===== config.mk =====
export PLATFORM = sky130hd
export DESIGN_NAME = fcd_command_decoder
export DESIGN_NICKNAME = d
export VERILOG_FILES = /design/src/design/fcd_pkg.sv /design/src/design/fcd_command_decoder.sv
export SDC_FILE = /design/constraint.sdc
export NUM_CORES = 1
export LEC_CHECK = 0
export BUFFER_PORTS_ARGS = -buffer_cell sky130_fd_sc_hd__buf_2
export CAP_MARGIN = 10
export CORE_MARGIN = 5
export CORE_UTILIZATION = 35
export DETAILED_ROUTE_END_ITERATION = 12
export REMOVE_ABC_BUFFERS = 1
export SYNTH_ARGS = -nofsm -noshare
export SYNTH_HDL_FRONTEND = slang
export SYNTH_SLANG_ARGS = --single-unit

===== constraint.sdc =====
create_clock -name pclk -period 2.9 [get_ports pclk]
set_clock_uncertainty 0.05 [all_clocks]
set_input_delay 0.58 -clock pclk [delete_from_list [all_inputs] [get_ports pclk]]
set_output_delay 0.58 -clock pclk [all_outputs]
set_load 0.01 [all_outputs]

===== src/design/fcd_pkg.sv =====
/*
 * Shared constants and types of the flash command decoder: command codes,
 * status word bit positions, register map of the APB slave, reset values.
 * Assumes a single clock domain and a 32-bit APB with word-aligned access.
 */
package fcd_pkg;

    // Command codes written on the low byte of a command cycle.
    localparam logic [7:0] CODE_READ_ARRAY = 8'hFF;
    localparam logic [7:0] CODE_READ_STATUS = 8'h70;
    localparam logic [7:0] CODE_READ_ID = 8'h90;
    localparam logic [7:0] CODE_READ_QUERY = 8'h98;
    localparam logic [7:0] CODE_CLEAR_STATUS = 8'h50;
    localparam logic [7:0] CODE_FACTORY_SETUP = 8'h80;
    localparam logic [7:0] CODE_CONFIRM = 8'hD0;
    localparam logic [7:0] CODE_ERASE_SETUP = 8'h20;
    localparam logic [7:0] CODE_SUSPEND = 8'hB0;
    localparam logic [7:0] CODE_LOCK_SETUP = 8'h60;
    localparam logic [7:0] CODE_LOCK = 8'h01;
    localparam logic [7:0] CODE_LOCK_DOWN = 8'h2F;
    localparam logic [7:0] CODE_PROT_SETUP = 8'hC0;
    localparam logic [7:0] CODE_SET_READ_SETUP = 8'h03;

    // Status word bit positions.
    localparam int SR_READY = 7;
    localparam int SR_ERASE_SUSP = 6;
    localparam int SR_ERASE_ERR = 5;
    localparam int SR_PROG_ERR = 4;
    localparam int SR_PROG_SUSP = 2;
    localparam logic [7:0] SR_ERR_MASK = 8'h3A;
    localparam logic [7:0] SR_SEQ_ERR = 8'h30;
    localparam logic [7:0] SR_RESET = 8'h80;

    // Read setup register: reset value and asynchronous read mode bit.
    localparam logic [15:0] RSR_RESET = 16'hBFCF;
    localparam int RSR_ASYNC_BIT = 15;

    // Per-block lock state: bit 0 locked, bit 1 locked down.
    localparam logic [1:0] LOCK_RESET = 2'h1;
    localparam logic [1:0] LOCK_LOCKED = 2'h1;
    localparam logic [1:0] LOCK_DOWN = 2'h3;
    localparam logic [1:0] LOCK_OPEN = 2'h0;

    // APB register byte offsets.
    localparam logic [7:0] OFF_CMD_ADDR = 8'h00;
    localparam logic [7:0] OFF_CMD_DATA = 8'h04;
    localparam logic [7:0] OFF_STATUS = 8'h08;
    localparam logic [7:0] OFF_STATE = 8'h0C;
    localparam logic [7:0] OFF_READ_SETUP = 8'h10;
    localparam logic [7:0] OFF_LOCK = 8'h14;
    localparam logic [7:0] OFF_STATUS_OUT = 8'h18;

    typedef enum logic [1:0] {
        FCD_RD_ARRAY,
        FCD_RD_STATUS,
        FCD_RD_ID,
        FCD_RD_QUERY
    } fcd_read_state_t;

    typedef enum logic [1:0] {
        FCD_OP_NONE,
        FCD_OP_ERASE,
        FCD_OP_FACTORY,
        FCD_OP_PROT
    } fcd_op_t;

    // Work handed to the write state machine.
    typedef struct packed {
        fcd_op_t op;
        logic [31:0] addr;
        logic [15:0] data;
    } fcd_work_t;

endpackage


===== src/design/fcd_command_decoder.sv =====
/*
 * Command decoder of a parallel NOR flash: interprets two-cycle command
 * sequences, keeps the status word, block lock state and read setup register,
 * and hands accepted work to the write state machine.
 * Assumes command cycles arrive as APB writes, the write state machine runs
 * on pclk, and the chip select, output enable and address valid pins are
 * asynchronous and are synchronised here. presetn doubles as the reset pin.
 */
`timescale 1ns/1ps

module fcd_command_decoder #(
    parameter int ADDR_W = 32,
    parameter int BLK_LSB = 16,
    parameter int BLK_W = 4
) (
    input wire logic pclk,
    input wire logic presetn,
    input wire logic psel,
    input wire logic penable,
    input wire logic pwrite,
    input wire logic [31:0] paddr,
    input wire logic [31:0] pwdata,
    output logic [31:0] prdata,
    output logic pready,
    output logic pslverr,
    input wire logic chip_select_n,
    input wire logic output_enable_n,
    input wire logic address_valid_n,
    input wire logic wsm_done,
    input wire logic [7:0] wsm_err_bits,
    input wire logic wsm_suspend_ack,
    output fcd_pkg::fcd_work_t wsm_work,
    output logic wsm_start,
    output logic wsm_suspend,
    output logic wsm_resume,
    output fcd_pkg::fcd_read_state_t read_state,
    output logic [7:0] status_out,
    output logic [15:0] read_setup_register,
    output logic factory_mode
);

    typedef enum logic [3:0] {
        FCD_IDLE,
        FCD_FACTORY_SETUP,
        FCD_ERASE_SETUP,
        FCD_CFG_SETUP,
        FCD_PROT_SETUP,
        FCD_BUSY,
        FCD_SUSP_WAIT,
        FCD_SUSPENDED,
        FCD_FACTORY_MODE
    } fcd_state_t;

    localparam int NUM_BLOCKS = 1 << BLK_W;
    fcd_state_t state_reg, state_next;
    fcd_pkg::fcd_read_state_t rs_reg, rs_next;
    fcd_pkg::fcd_work_t work_reg, work_next;
    logic [7:0] sr_reg, sr_next;
    logic [7:0] sr_set, sr_clr;
    logic [15:0] rsr_reg, rsr_next;
    logic [ADDR_W-1:0] cmd_addr_reg;
    logic [15:0] cmd_data_reg;
    logic start_next, suspend_reg, suspend_next, resume_next;
    logic [1:0] lock_reg [NUM_BLOCKS];
    logic lock_we;
    logic [1:0] lock_wval;
    logic [7:0] status_out_reg;
    logic pready_reg, factory_mode_reg;
    logic pslverr_reg;
    logic [31:0] prdata_reg;

    // APB decode: zero-wait slave, answer prepared in the setup cycle.
    wire logic apb_setup = psel & ~penable;
    wire logic apb_done = psel & penable & pready_reg;
    wire logic apb_wr = apb_done & pwrite;
    wire logic [7:0] reg_off = paddr[7:0];
    wire logic addr_hit_high = (paddr[31:8] == 24'h000000);
    wire logic hit_addr = addr_hit_high && reg_off == fcd_pkg::OFF_CMD_ADDR;
    wire logic hit_data = addr_hit_high && reg_off == fcd_pkg::OFF_CMD_DATA;
    wire logic hit_status = addr_hit_high && reg_off == fcd_pkg::OFF_STATUS;
    wire logic hit_state = addr_hit_high && reg_off == fcd_pkg::OFF_STATE;
    wire logic hit_rsr = addr_hit_high && reg_off == fcd_pkg::OFF_READ_SETUP;
    wire logic hit_lock = addr_hit_high && reg_off == fcd_pkg::OFF_LOCK;
    wire logic hit_sout = addr_hit_high && reg_off == fcd_pkg::OFF_STATUS_OUT;
    wire logic hit_any = hit_addr | hit_data | hit_status | hit_state |
        hit_rsr | hit_lock | hit_sout;

    // A write to the command data register is one bus write cycle.
    wire logic cmd_fire = apb_wr & hit_data;
    wire logic [7:0] code = pwdata[7:0];
    wire logic [BLK_W-1:0] blk = cmd_addr_reg[BLK_LSB +: BLK_W];
    wire logic [1:0] blk_lock = lock_reg[blk];

    wire logic [31:0] addr_word = 32'(cmd_addr_reg);
    wire logic [31:0] state_word = {24'h000000, state_reg,
        2'h0, rs_reg};
    wire logic [31:0] rd_mux =
        hit_addr ? addr_word :
        hit_data ? {16'h0000, cmd_data_reg} :
        hit_status ? {24'h000000, sr_reg} :
        hit_state ? state_word :
        hit_rsr ? {16'h0000, rsr_reg} :
        hit_lock ? {30'h00000000, blk_lock} :
        hit_sout ? {24'h000000, status_out_reg} : 32'h00000000;

    always_ff @(posedge pclk or negedge presetn) begin
        if (!presetn) begin
            pready_reg <= 1'b0;
            pslverr_reg <= 1'b0;
            prdata_reg <= 32'h00000000;
        end else begin
            pready_reg <= apb_setup;
            pslverr_reg <= apb_setup & ~hit_any;
            prdata_reg <= (apb_setup & ~pwrite) ? rd_mux : 32'h00000000;
        end
    end

    always_ff @(posedge pclk or negedge presetn) begin
        if (!presetn) begin
            cmd_addr_reg <= '0;
            cmd_data_reg <= 16'h0000;
        end else begin
            if (apb_wr & hit_addr) begin
                cmd_addr_reg <= pwdata[ADDR_W-1:0];
            end
            if (cmd_fire) begin
                cmd_data_reg <= pwdata[15:0];
            end
        end
    end

    always_comb begin
        state_next = state_reg;
        rs_next = rs_reg;
        work_next = work_reg;
        rsr_next = rsr_reg;
        sr_set = 8'h00;
        sr_clr = 8'h00;
        start_next = 1'b0;
        suspend_next = suspend_reg;
        resume_next = 1'b0;
        lock_we = 1'b0;
        lock_wval = blk_lock;
        unique case (state_reg)
            FCD_IDLE: begin
                if (cmd_fire) begin
                    unique case (code)
                        fcd_pkg::CODE_FACTORY_SETUP:
                            state_next = FCD_FACTORY_SETUP;
                        fcd_pkg::CODE_ERASE_SETUP:
                            state_next = FCD_ERASE_SETUP;
                        fcd_pkg::CODE_LOCK_SETUP:
                            state_next = FCD_CFG_SETUP;
                        fcd_pkg::CODE_PROT_SETUP:
                            state_next = FCD_PROT_SETUP;
                        fcd_pkg::CODE_READ_STATUS:
                            rs_next = fcd_pkg::FCD_RD_STATUS;
                        fcd_pkg::CODE_READ_ARRAY:
                            rs_next = fcd_pkg::FCD_RD_ARRAY;
                        fcd_pkg::CODE_READ_ID:
                            rs_next = fcd_pkg::FCD_RD_ID;
                        fcd_pkg::CODE_READ_QUERY:
                            rs_next = fcd_pkg::FCD_RD_QUERY;
                        fcd_pkg::CODE_CLEAR_STATUS:
                            sr_clr = fcd_pkg::SR_ERR_MASK;
                        default: ;
                    endcase
                end
            end
            FCD_FACTORY_SETUP: begin
                if (cmd_fire) begin
                    if (code == fcd_pkg::CODE_CONFIRM) begin
                        // Confirm latches address and data.
                        work_next = '{fcd_pkg::FCD_OP_FACTORY, addr_word,
                            pwdata[15:0]};
                        start_next = 1'b1;
                        state_next = FCD_FACTORY_MODE;
                        rs_next = fcd_pkg::FCD_RD_STATUS;
                    end else begin
                        sr_set = fcd_pkg::SR_SEQ_ERR;
                        rs_next = fcd_pkg::FCD_RD_STATUS;
                        state_next = FCD_IDLE;
                    end
                end
            end
            FCD_ERASE_SETUP: begin
                if (cmd_fire) begin
                    if (code == fcd_pkg::CODE_CONFIRM) begin
                        work_next = '{fcd_pkg::FCD_OP_ERASE, addr_word,
                            pwdata[15:0]};
                        start_next = 1'b1;
                        state_next = FCD_BUSY;
                    end else begin
                        sr_set = fcd_pkg::SR_SEQ_ERR;
                        state_next = FCD_IDLE;
                    end
                    rs_next = fcd_pkg::FCD_RD_STATUS;
                end
            end
            FCD_CFG_SETUP: begin
                if (cmd_fire) begin
                    state_next = FCD_IDLE;
                    unique case (code)
                        fcd_pkg::CODE_LOCK: begin
                            lock_we = blk_lock != fcd_pkg::LOCK_DOWN;
                            lock_wval = fcd_pkg::LOCK_LOCKED;
                        end
                        fcd_pkg::CODE_LOCK_DOWN: begin
                            lock_we = 1'b1;
                            lock_wval = fcd_pkg::LOCK_DOWN;
                        end
                        fcd_pkg::CODE_CONFIRM: begin
                            lock_we = blk_lock != fcd_pkg::LOCK_DOWN;
                            lock_wval = fcd_pkg::LOCK_OPEN;
                        end
                        fcd_pkg::CODE_SET_READ_SETUP: begin
                            rsr_next = cmd_addr_reg[15:0];
                            rs_next = fcd_pkg::FCD_RD_ARRAY;
                        end
                        default: begin
                            sr_set = fcd_pkg::SR_SEQ_ERR;
                            rs_next = fcd_pkg::FCD_RD_STATUS;
                        end
                    endcase
                end
            end
            FCD_PROT_SETUP: begin
                if (cmd_fire) begin
                    work_next = '{fcd_pkg::FCD_OP_PROT, addr_word,
                        pwdata[15:0]};
                    start_next = 1'b1;
                    state_next = FCD_BUSY;
                    rs_next = fcd_pkg::FCD_RD_STATUS;
                end
            end
            FCD_BUSY: begin
                if (wsm_done) begin
                    sr_set = wsm_err_bits & fcd_pkg::SR_ERR_MASK;
                    state_next = FCD_IDLE;
                end else if (cmd_fire) begin
                    if (code == fcd_pkg::CODE_READ_STATUS) begin
                        rs_next = fcd_pkg::FCD_RD_STATUS;
                    end else if (code == fcd_pkg::CODE_SUSPEND) begin
                        suspend_next = 1'b1;
                        state_next = FCD_SUSP_WAIT;
                    end
                end
            end
            FCD_SUSP_WAIT: begin
                if (wsm_done) begin
                    sr_set = wsm_err_bits & fcd_pkg::SR_ERR_MASK;
                    suspend_next = 1'b0;
                    state_next = FCD_IDLE;
                end else if (wsm_suspend_ack) begin
                    state_next = FCD_SUSPENDED;
                    sr_set[fcd_pkg::SR_ERASE_SUSP] =
                        work_reg.op == fcd_pkg::FCD_OP_ERASE;
                    sr_set[fcd_pkg::SR_PROG_SUSP] =
                        work_reg.op != fcd_pkg::FCD_OP_ERASE;
                end
                if (cmd_fire && code == fcd_pkg::CODE_READ_STATUS) begin
                    rs_next = fcd_pkg::FCD_RD_STATUS;
                end
            end
            FCD_SUSPENDED: begin
                // No pin or code other than confirm leaves this state; reset does.
                if (cmd_fire) begin
                    unique case (code)
                        fcd_pkg::CODE_CONFIRM: begin
                            suspend_next = 1'b0;
                            resume_next = 1'b1;
                            sr_clr[fcd_pkg::SR_ERASE_SUSP] = 1'b1;
                            sr_clr[fcd_pkg::SR_PROG_SUSP] = 1'b1;
                            state_next = FCD_BUSY;
                        end
                        fcd_pkg::CODE_READ_STATUS:
                            rs_next = fcd_pkg::FCD_RD_STATUS;
                        fcd_pkg::CODE_READ_ARRAY:
                            rs_next = fcd_pkg::FCD_RD_ARRAY;
                        fcd_pkg::CODE_READ_ID:
                            rs_next = fcd_pkg::FCD_RD_ID;
                        fcd_pkg::CODE_READ_QUERY:
                            rs_next = fcd_pkg::FCD_RD_QUERY;
                        fcd_pkg::CODE_CLEAR_STATUS:
                            sr_clr = fcd_pkg::SR_ERR_MASK;
                        default: ;
                    endcase
                end
            end
            FCD_FACTORY_MODE: begin
                // Command writes are data to the algorithm here.
                if (wsm_done) begin
                    sr_set = wsm_err_bits & fcd_pkg::SR_ERR_MASK;
                    state_next = FCD_IDLE;
                end
            end
            default: state_next = FCD_IDLE;
        endcase
    end

    // Set wins over clear; ready follows the next state.
    always_comb begin
        sr_next = (sr_reg & ~sr_clr) | sr_set;
        sr_next[fcd_pkg::SR_READY] = state_next != FCD_BUSY &&
            state_next != FCD_SUSP_WAIT &&
            state_next != FCD_FACTORY_MODE;
    end

    always_ff @(posedge pclk or negedge presetn) begin
        if (!presetn) begin
            state_reg <= FCD_IDLE;
            rs_reg <= fcd_pkg::FCD_RD_ARRAY;
            work_reg <= '0;
            sr_reg <= fcd_pkg::SR_RESET;
            rsr_reg <= fcd_pkg::RSR_RESET;
            wsm_start <= 1'b0;
            suspend_reg <= 1'b0;
            wsm_resume <= 1'b0;
            factory_mode_reg <= 1'b0;
        end else begin
            state_reg <= state_next;
            rs_reg <= rs_next;
            work_reg <= work_next;
            sr_reg <= sr_next;
            rsr_reg <= rsr_next;
            wsm_start <= start_next;
            suspend_reg <= suspend_next;
            wsm_resume <= resume_next;
            factory_mode_reg <= state_next == FCD_FACTORY_MODE;
        end
    end

    // Lock state per block; lock-down clears only through reset.
    for (genvar b = 0; b < NUM_BLOCKS; b++) begin : g_lock
        wire logic hit_blk = lock_we && blk == BLK_W'(b);
        always_ff @(posedge pclk or negedge presetn) begin
            if (!presetn) begin
                lock_reg[b] <= fcd_pkg::LOCK_RESET;
            end else if (hit_blk) begin
                lock_reg[b] <= lock_wval;
            end
        end
    end

    // Pin synchronisers; only the second stage and later are looked at.
    logic [2:0] pin_s1_reg, pin_s2_reg, pin_s3_reg;
    wire logic [2:0] pins = {address_valid_n, output_enable_n, chip_select_n};
    wire logic [2:0] pin_fall = pin_s3_reg & ~pin_s2_reg;
    wire logic async_rd = rsr_reg[fcd_pkg::RSR_ASYNC_BIT];
    wire logic refresh = pin_fall[0] |
        (async_rd ? pin_fall[1] : pin_fall[2]);

    always_ff @(posedge pclk or negedge presetn) begin
        if (!presetn) begin
            pin_s1_reg <= 3'h7;
            pin_s2_reg <= 3'h7;
            pin_s3_reg <= 3'h7;
            status_out_reg <= fcd_pkg::SR_RESET;
        end else begin
            pin_s1_reg <= pins;
            pin_s2_reg <= pin_s1_reg;
            pin_s3_reg <= pin_s2_reg;
            if (refresh) begin
                status_out_reg <= sr_reg;
            end
        end
    end

    assign prdata = prdata_reg;
    assign pready = pready_reg;
    assign pslverr = pslverr_reg;
    assign wsm_work = work_reg;
    assign wsm_suspend = suspend_reg;
    assign read_state = rs_reg;
    assign status_out = status_out_reg;
    assign read_setup_register = rsr_reg;
    assign factory_mode = factory_mode_reg;

endmodule // fcd_command_decoder


* After elaboration in Yosys (flattened, before gate mapping)
Cells that the tools add are included.
** Word-level totals
- Register bits after elaboration :: 215
- Input bits :: 82
- Output and inout bits :: 114
- Word-level logic and storage cells :: 257
** Cells by class
- Magnitude comparators :: 1
- Equality and inequality tests :: 69
- Mux-type cells :: 83
- Bitwise gates (word level) :: 24
- Reductions and logical operators :: 44
** Operators by type and width (count)
- two-way mux 50 bit :: 5
- one-hot mux 50 bit (3 select lines) :: 1
- two-way mux 16 bit :: 4
- two-way mux 32 bit :: 2
- two-way mux 4 bit :: 15
- equality test 8 bit (second input constant) :: 7
- equality test 4 bit (second input constant) :: 10
- two-way mux 6 bit :: 6
- one-hot mux 4 bit (9 select lines) :: 1
- != test 2 bit (second input constant) :: 17
- equality test 4 x 3 -> 1 bit (second input constant) :: 8
- one-hot mux 7 bit (4 select lines) :: 1
- logical AND 1 bit :: 26
- two-way mux 2 bit :: 13
- equality test 8 x 5 -> 1 bit (second input constant) :: 3
- equality test 8 x 7 -> 1 bit (second input constant) :: 3
- logical NOT 24 bit :: 1
- two-way mux 1 bit :: 18
- equality test 4 x 2 -> 1 bit (second input constant) :: 4
- equality test 8 x 4 -> 1 bit (second input constant) :: 2
- equality test 8 x 6 -> 1 bit (second input constant) :: 2
- two-way mux 8 bit :: 2
- one-hot mux 4 bit (4 select lines) :: 1
- two-way mux 7 bit :: 2
- 39 further kinds :: 67

* Longest topological paths before layout
- Depth in word-level cells :: 11
- Mapped depth :: 9
- Mapped depth without buffers :: 7

* Worst setup path before layout
No wires, ideal clock.
- Path type :: input to register
- Start :: input paddr[24]
- End :: register rsr_reg[14], in the netlist read_setup_register[14]
- Setup time :: 0.125 ns
- Arrival time :: 2.832 ns
- Data required time :: 2.725 ns
- Setup slack :: -0.106 ns
- Stages :: 7
- Buffers on the path :: 1
- Cells stage by stage :: nor4_1 > nand4_1 > or4_4 > or3_4 > nor2_4 > buf_4 > mux2_2
** Between the ends
- Longest elaborated chain between the ends :: 4
** Ends and longest elaborated chain
- start, declared :: line fcd_command_decoder.sv:21 : input wire logic [31:0] paddr,
- logical NOT 24 bit :: line fcd_command_decoder.sv:77 : wire logic addr_hit_high = (paddr[31:8] == 24'h000000);
- logical AND 1 bit :: line fcd_command_decoder.sv:79 : wire logic hit_data = addr_hit_high && reg_off == fcd_pkg::OFF_CMD_DATA;
- AND 1 bit :: line fcd_command_decoder.sv:89 : wire logic cmd_fire = apb_wr & hit_data;
- AND reduction 3 bit (no line)
- end signal, assigned :: line fcd_command_decoder.sv:315 : rsr_reg <= fcd_pkg::RSR_RESET;
- end signal, assigned :: line fcd_command_decoder.sv:325 : rsr_reg <= rsr_next;
- end, declared :: line fcd_command_decoder.sv:60 : logic [15:0] rsr_reg, rsr_next;
No other way between the ends.
A chain may end at the register's enable or synchronous reset.

* Worst setup path after layout
- Start :: register cmd_addr_reg[16], in the netlist addr_word[16]
- End :: register lock_reg[11] in the netlist's numbering
** Between the ends
- Longest elaborated chain between the ends :: 9
- Elaborated cells between the ends (all ways) :: 13
- Classes of those cells :: 2 x eq/ne; 9 x mux; 1 x bitwise; 1 x reduce/logical
** Ends and longest elaborated chain
- start, declared :: line fcd_command_decoder.sv:61 : logic [ADDR_W-1:0] cmd_addr_reg;
- start signal, assigned :: line fcd_command_decoder.sv:124 : cmd_addr_reg <= pwdata[ADDR_W-1:0];
- NOT 4 -> 5 bit (implied by the code) :: line fcd_command_decoder.sv:92 : wire logic [1:0] blk_lock = lock_reg[blk];
- binary-select mux 2 bit (select 4 bit) :: line fcd_command_decoder.sv:92
- two-way mux 2 bit (implied by the code) (2 in a row) :: line fcd_command_decoder.sv:92
- != test 2 bit :: line fcd_command_decoder.sv:205, fcd_command_decoder.sv:213
- one-hot mux 1 bit (2 select lines) :: line fcd_command_decoder.sv:203 : unique case (code)
- two-way mux 1 bit :: line fcd_command_decoder.sv:201 : if (cmd_fire) begin
- two-way mux 1 bit :: line fcd_command_decoder.sv:144 : unique case (state_reg)
- logical AND 1 bit :: line fcd_command_decoder.sv:335 : wire logic hit_blk = lock_we && blk == BLK_W'(b);
- end signal, assigned by index :: line fcd_command_decoder.sv:338 : lock_reg[b] <= fcd_pkg::LOCK_RESET;
- end signal, assigned by index :: line fcd_command_decoder.sv:340 : lock_reg[b] <= lock_wval;
- end, declared :: line fcd_command_decoder.sv:64 : logic [1:0] lock_reg [NUM_BLOCKS];
Several ways; a longest one is shown, not always the timed one. The select of a mux whose other input is x is not followed.

==> results.ini <==
[outcome]
status = completed

[min_path]
hold_path_class = input pin to flip-flop
worst_hold_startpoint = chip_select_n

[pwr]
leakagePower_nw = 6.00
power_per_cell_area_nw_per_um2 = 543
peak_supply_drop_uv = 456

[detailed_routing]
post_drt_via_cell_ratio = 5.13
residual_drc_count = 0
total_number_of_vias = 6983
drt-wirelength-per-cell_microns = 19.0
detail_route.wirelength_mm = 25.9
antenna_violating_nets_post_route = 0
dr_pass1_iterations = 7
initialDrtViolationCount = 511

[placement]
place.detailed.hpwl_mm = 18.7
pre_cts_slack_ps = -305
port_buffers = 190
routabilityCongestion = 0.914
post-place-cells = 1315

[setup_path]
critPathLaunch = addr_word[16]
regToRegStartpoint = addr_word[16]
timing.critical_path.to_type = flip-flop
critical_path_required_ps = 3240
setup_slack_on_the_worst_flop_to_flop_path_ps = 130
crit_path_max_fanout = 12
arrival_ps = 3110
timing_worst_setup_path_type = flip-flop to flip-flop
start_kind = flip-flop

[grt]
globalRouteMet1Util_pct = 23.0
number_of_antenna_violations_at_the_first_check_in_global_routing = 1
grt_util_met3_pct = 3.48
grt_first_pass_wirelength_mm = 41.5
vias_in_the_first_global_route = 7309
globalRouteOverflowTotal = 0
busiest_layer = met2
grt_util_all_layers_pct = 17.0
grt_max_degree = 83
global_route.usage.met2_pct = 28.3

[synth]
synthCells = 754
netlist-cell-type-count = 69
postSynth.topFlopCell = dfrtp_1
post_synthesis_sequential_element_count = 213
mean_instance_size_in_the_synthesized_netlist_sq_um = 12.5
post_synth_top_area_cell = dfrtp_1
synth.top_cell.area_share_pct = 46.0
netlist_area_before_placement_sq_um = 9400
synth-edff-count = 0
synth-seq-area-share_pct = 57.2
async_reset_ff_share_pct = 100
synthesis.yosys.warnings = 0
synth_area_leaders = dfrtp_1, mux2_2, dfstp_2

[floorplan]
die_width_microns = 174
floorplan.initialDensity_pct = 35.2
core_region_area_sq_um = 26700
die_height_microns = 174
fp.dieArea_sq_um = 30200
rows = 60
pin_count = 196

[clocking]
cts_tree = done
cts-root-to-sink-buffers = 3
clkSinkCount = 213
h-tree-depth = 1
numCtsBuffers = 24
cts.root.buffer_cell = clkbuf_16
clk-insertion-delay-late_ps = 510
clkTransAtPathRegs_ps = 60

[timing]
hold_viol = 0
setup_viol = 0
timing.final.ws_setup_ps = 126
worst-slew-pin-transition_ps = 858
grt_setup_unrepaired = no
timing.final.crit_share_pct = 95.6
finalMaxSlewViolations = 0
period_needed_ps = 2770
achievable-frequency_ghz = 0.361
timing.slew.headroom_pct = 42.8

[layout]
flow.area_growth_from_synthesis_pct = 29.5
layout_commonest_cell = buf_2
layout.cells.most_common_list = buf_2, dfrtp_1, mux2_2, nand2_1, buf_4
final_layout_size_suffix_gt1_share_pct = 50.9
stdcell_count = 1361
finalNetCount = 1084
largest_register_ffs = 50
antenna_cells = 0

[job]
maximum_capacitance_violations = 0

## area by class of cell
| class | count | area (sq um) |
|---|---|---|
| Fill cell | 2502 | 14600 |
| Sequential cell | 213 | 5380 |
| Multi-Input combinational cell | 489 | 3800 |
| Timing Repair Buffer | 263 | 1610 |
| Clock buffer | 33 | 716 |
| Tap cell | 341 | 427 |
| Clock inverter | 11 | 191 |
| Inverter | 11 | 41.3 |
## where the power goes
part / switching [W] / total [W] / internal, W
sequential: 0.00000528 / 0.00299 / 0.00299
clock: 0.00121 / 0.00338 / 0.00217
combinational: 0.000153 / 0.000239 / 0.0000860
## logic make-up after synthesis
group / count (synthesis) / share of synthesized area [%]
and+or+nand+nor: 244 / 13.6
other: 1 / 0.0399
AOI/OAI and AO/OA: 85 / 6.47
DFF: 213 / 57.2
muxes: 156 / 19.8
xor gates and xnor gates: 3 / 0.280
buffers and inverters: 52 / 2.57
## timing repair
action                                  4_1_cts  5_1_grt
resized for setup                             0        1
endpoints found under the setup margin        0       11
hold buffers                                  1        0
endpoints found under the hold margin        54        0
setup buffers                                 0        1
## worst max-delay path, stage by stage (launching register included)
cell and delay, ps:
dfrtp_1 390, buf_12 170, mux4_2 530, mux4_2 490, nand3_1 170, nand4b_1 120
buf_4 180, nor2_1 200, mux2_2 360
## cells in the mapped netlist, drive strengths merged, types with 2 or more instances
| cell type | instances |
|---|---|
| a211o | 2 |
| a211oi | 4 |
| a21boi | 2 |
| a21oi | 22 |
| a222oi | 9 |
| a22o | 2 |
| a31oi | 4 |
| a32oi | 4 |
| and2 | 17 |
| and3 | 3 |
| buf | 17 |
| clkbuf | 24 |
| dfrtp | 173 |
| dfstp | 40 |
| inv | 11 |
| mux2 | 142 |
| mux2i | 4 |
| mux4 | 10 |
| nand2 | 83 |
| nand2b | 11 |
| nand3 | 18 |
| nand3b | 4 |
| nand4 | 9 |
| nand4b | 4 |
| nor2 | 44 |
| nor2b | 7 |
| nor3 | 17 |
| nor3b | 2 |
| nor4 | 11 |
| o211ai | 4 |
| o21a | 2 |
| o21ai | 17 |
| or3 | 3 |
| or4 | 5 |
| xnor2 | 3 |
## layer usage
metal  share of wire, %  routed length, microns
met1                 44                   11300
met2                 48                   12400
met3                6.3                    1640
met4                2.3                     584
met5              0.027                       7
## through the flow
stage / util, % / power, W / hold WS, ps / cell area, sq um / setup TNS (ps)
2_1_floorplan: - / 0.00309 / 234 / 9200 / -90180
3_3_place_gp: 42.1 / 0.00328 / 296 / 11200 / -22010
4_1_cts: 45.5 / 0.00671 / 97.7 / 12200 / 0
6_report: 45.5 / 0.00661 / 118 / 12200 / 0
3_5_place_dp: 42.1 / 0.00329 / 297 / 11200 / -22540
5_1_grt: 45.5 / 0.00687 / 98.8 / 12200 / 0
## final timing paths
| path | to | cells after the start |
|---|---|---|
| hold / removal | pin_s1_reg[0] | 1 |
| min in group asynchronous | wsm_work[22] | 2 |
| hold reg to reg | pin_s2_reg[1] | 0 |
| max in group asynchronous | pin_s2_reg[2] | 3 |
| setup / recovery | lock_reg[11] | 8 |
| setup reg to reg | lock_reg[11] | 8 |
(Power assumes the default switching activity.)
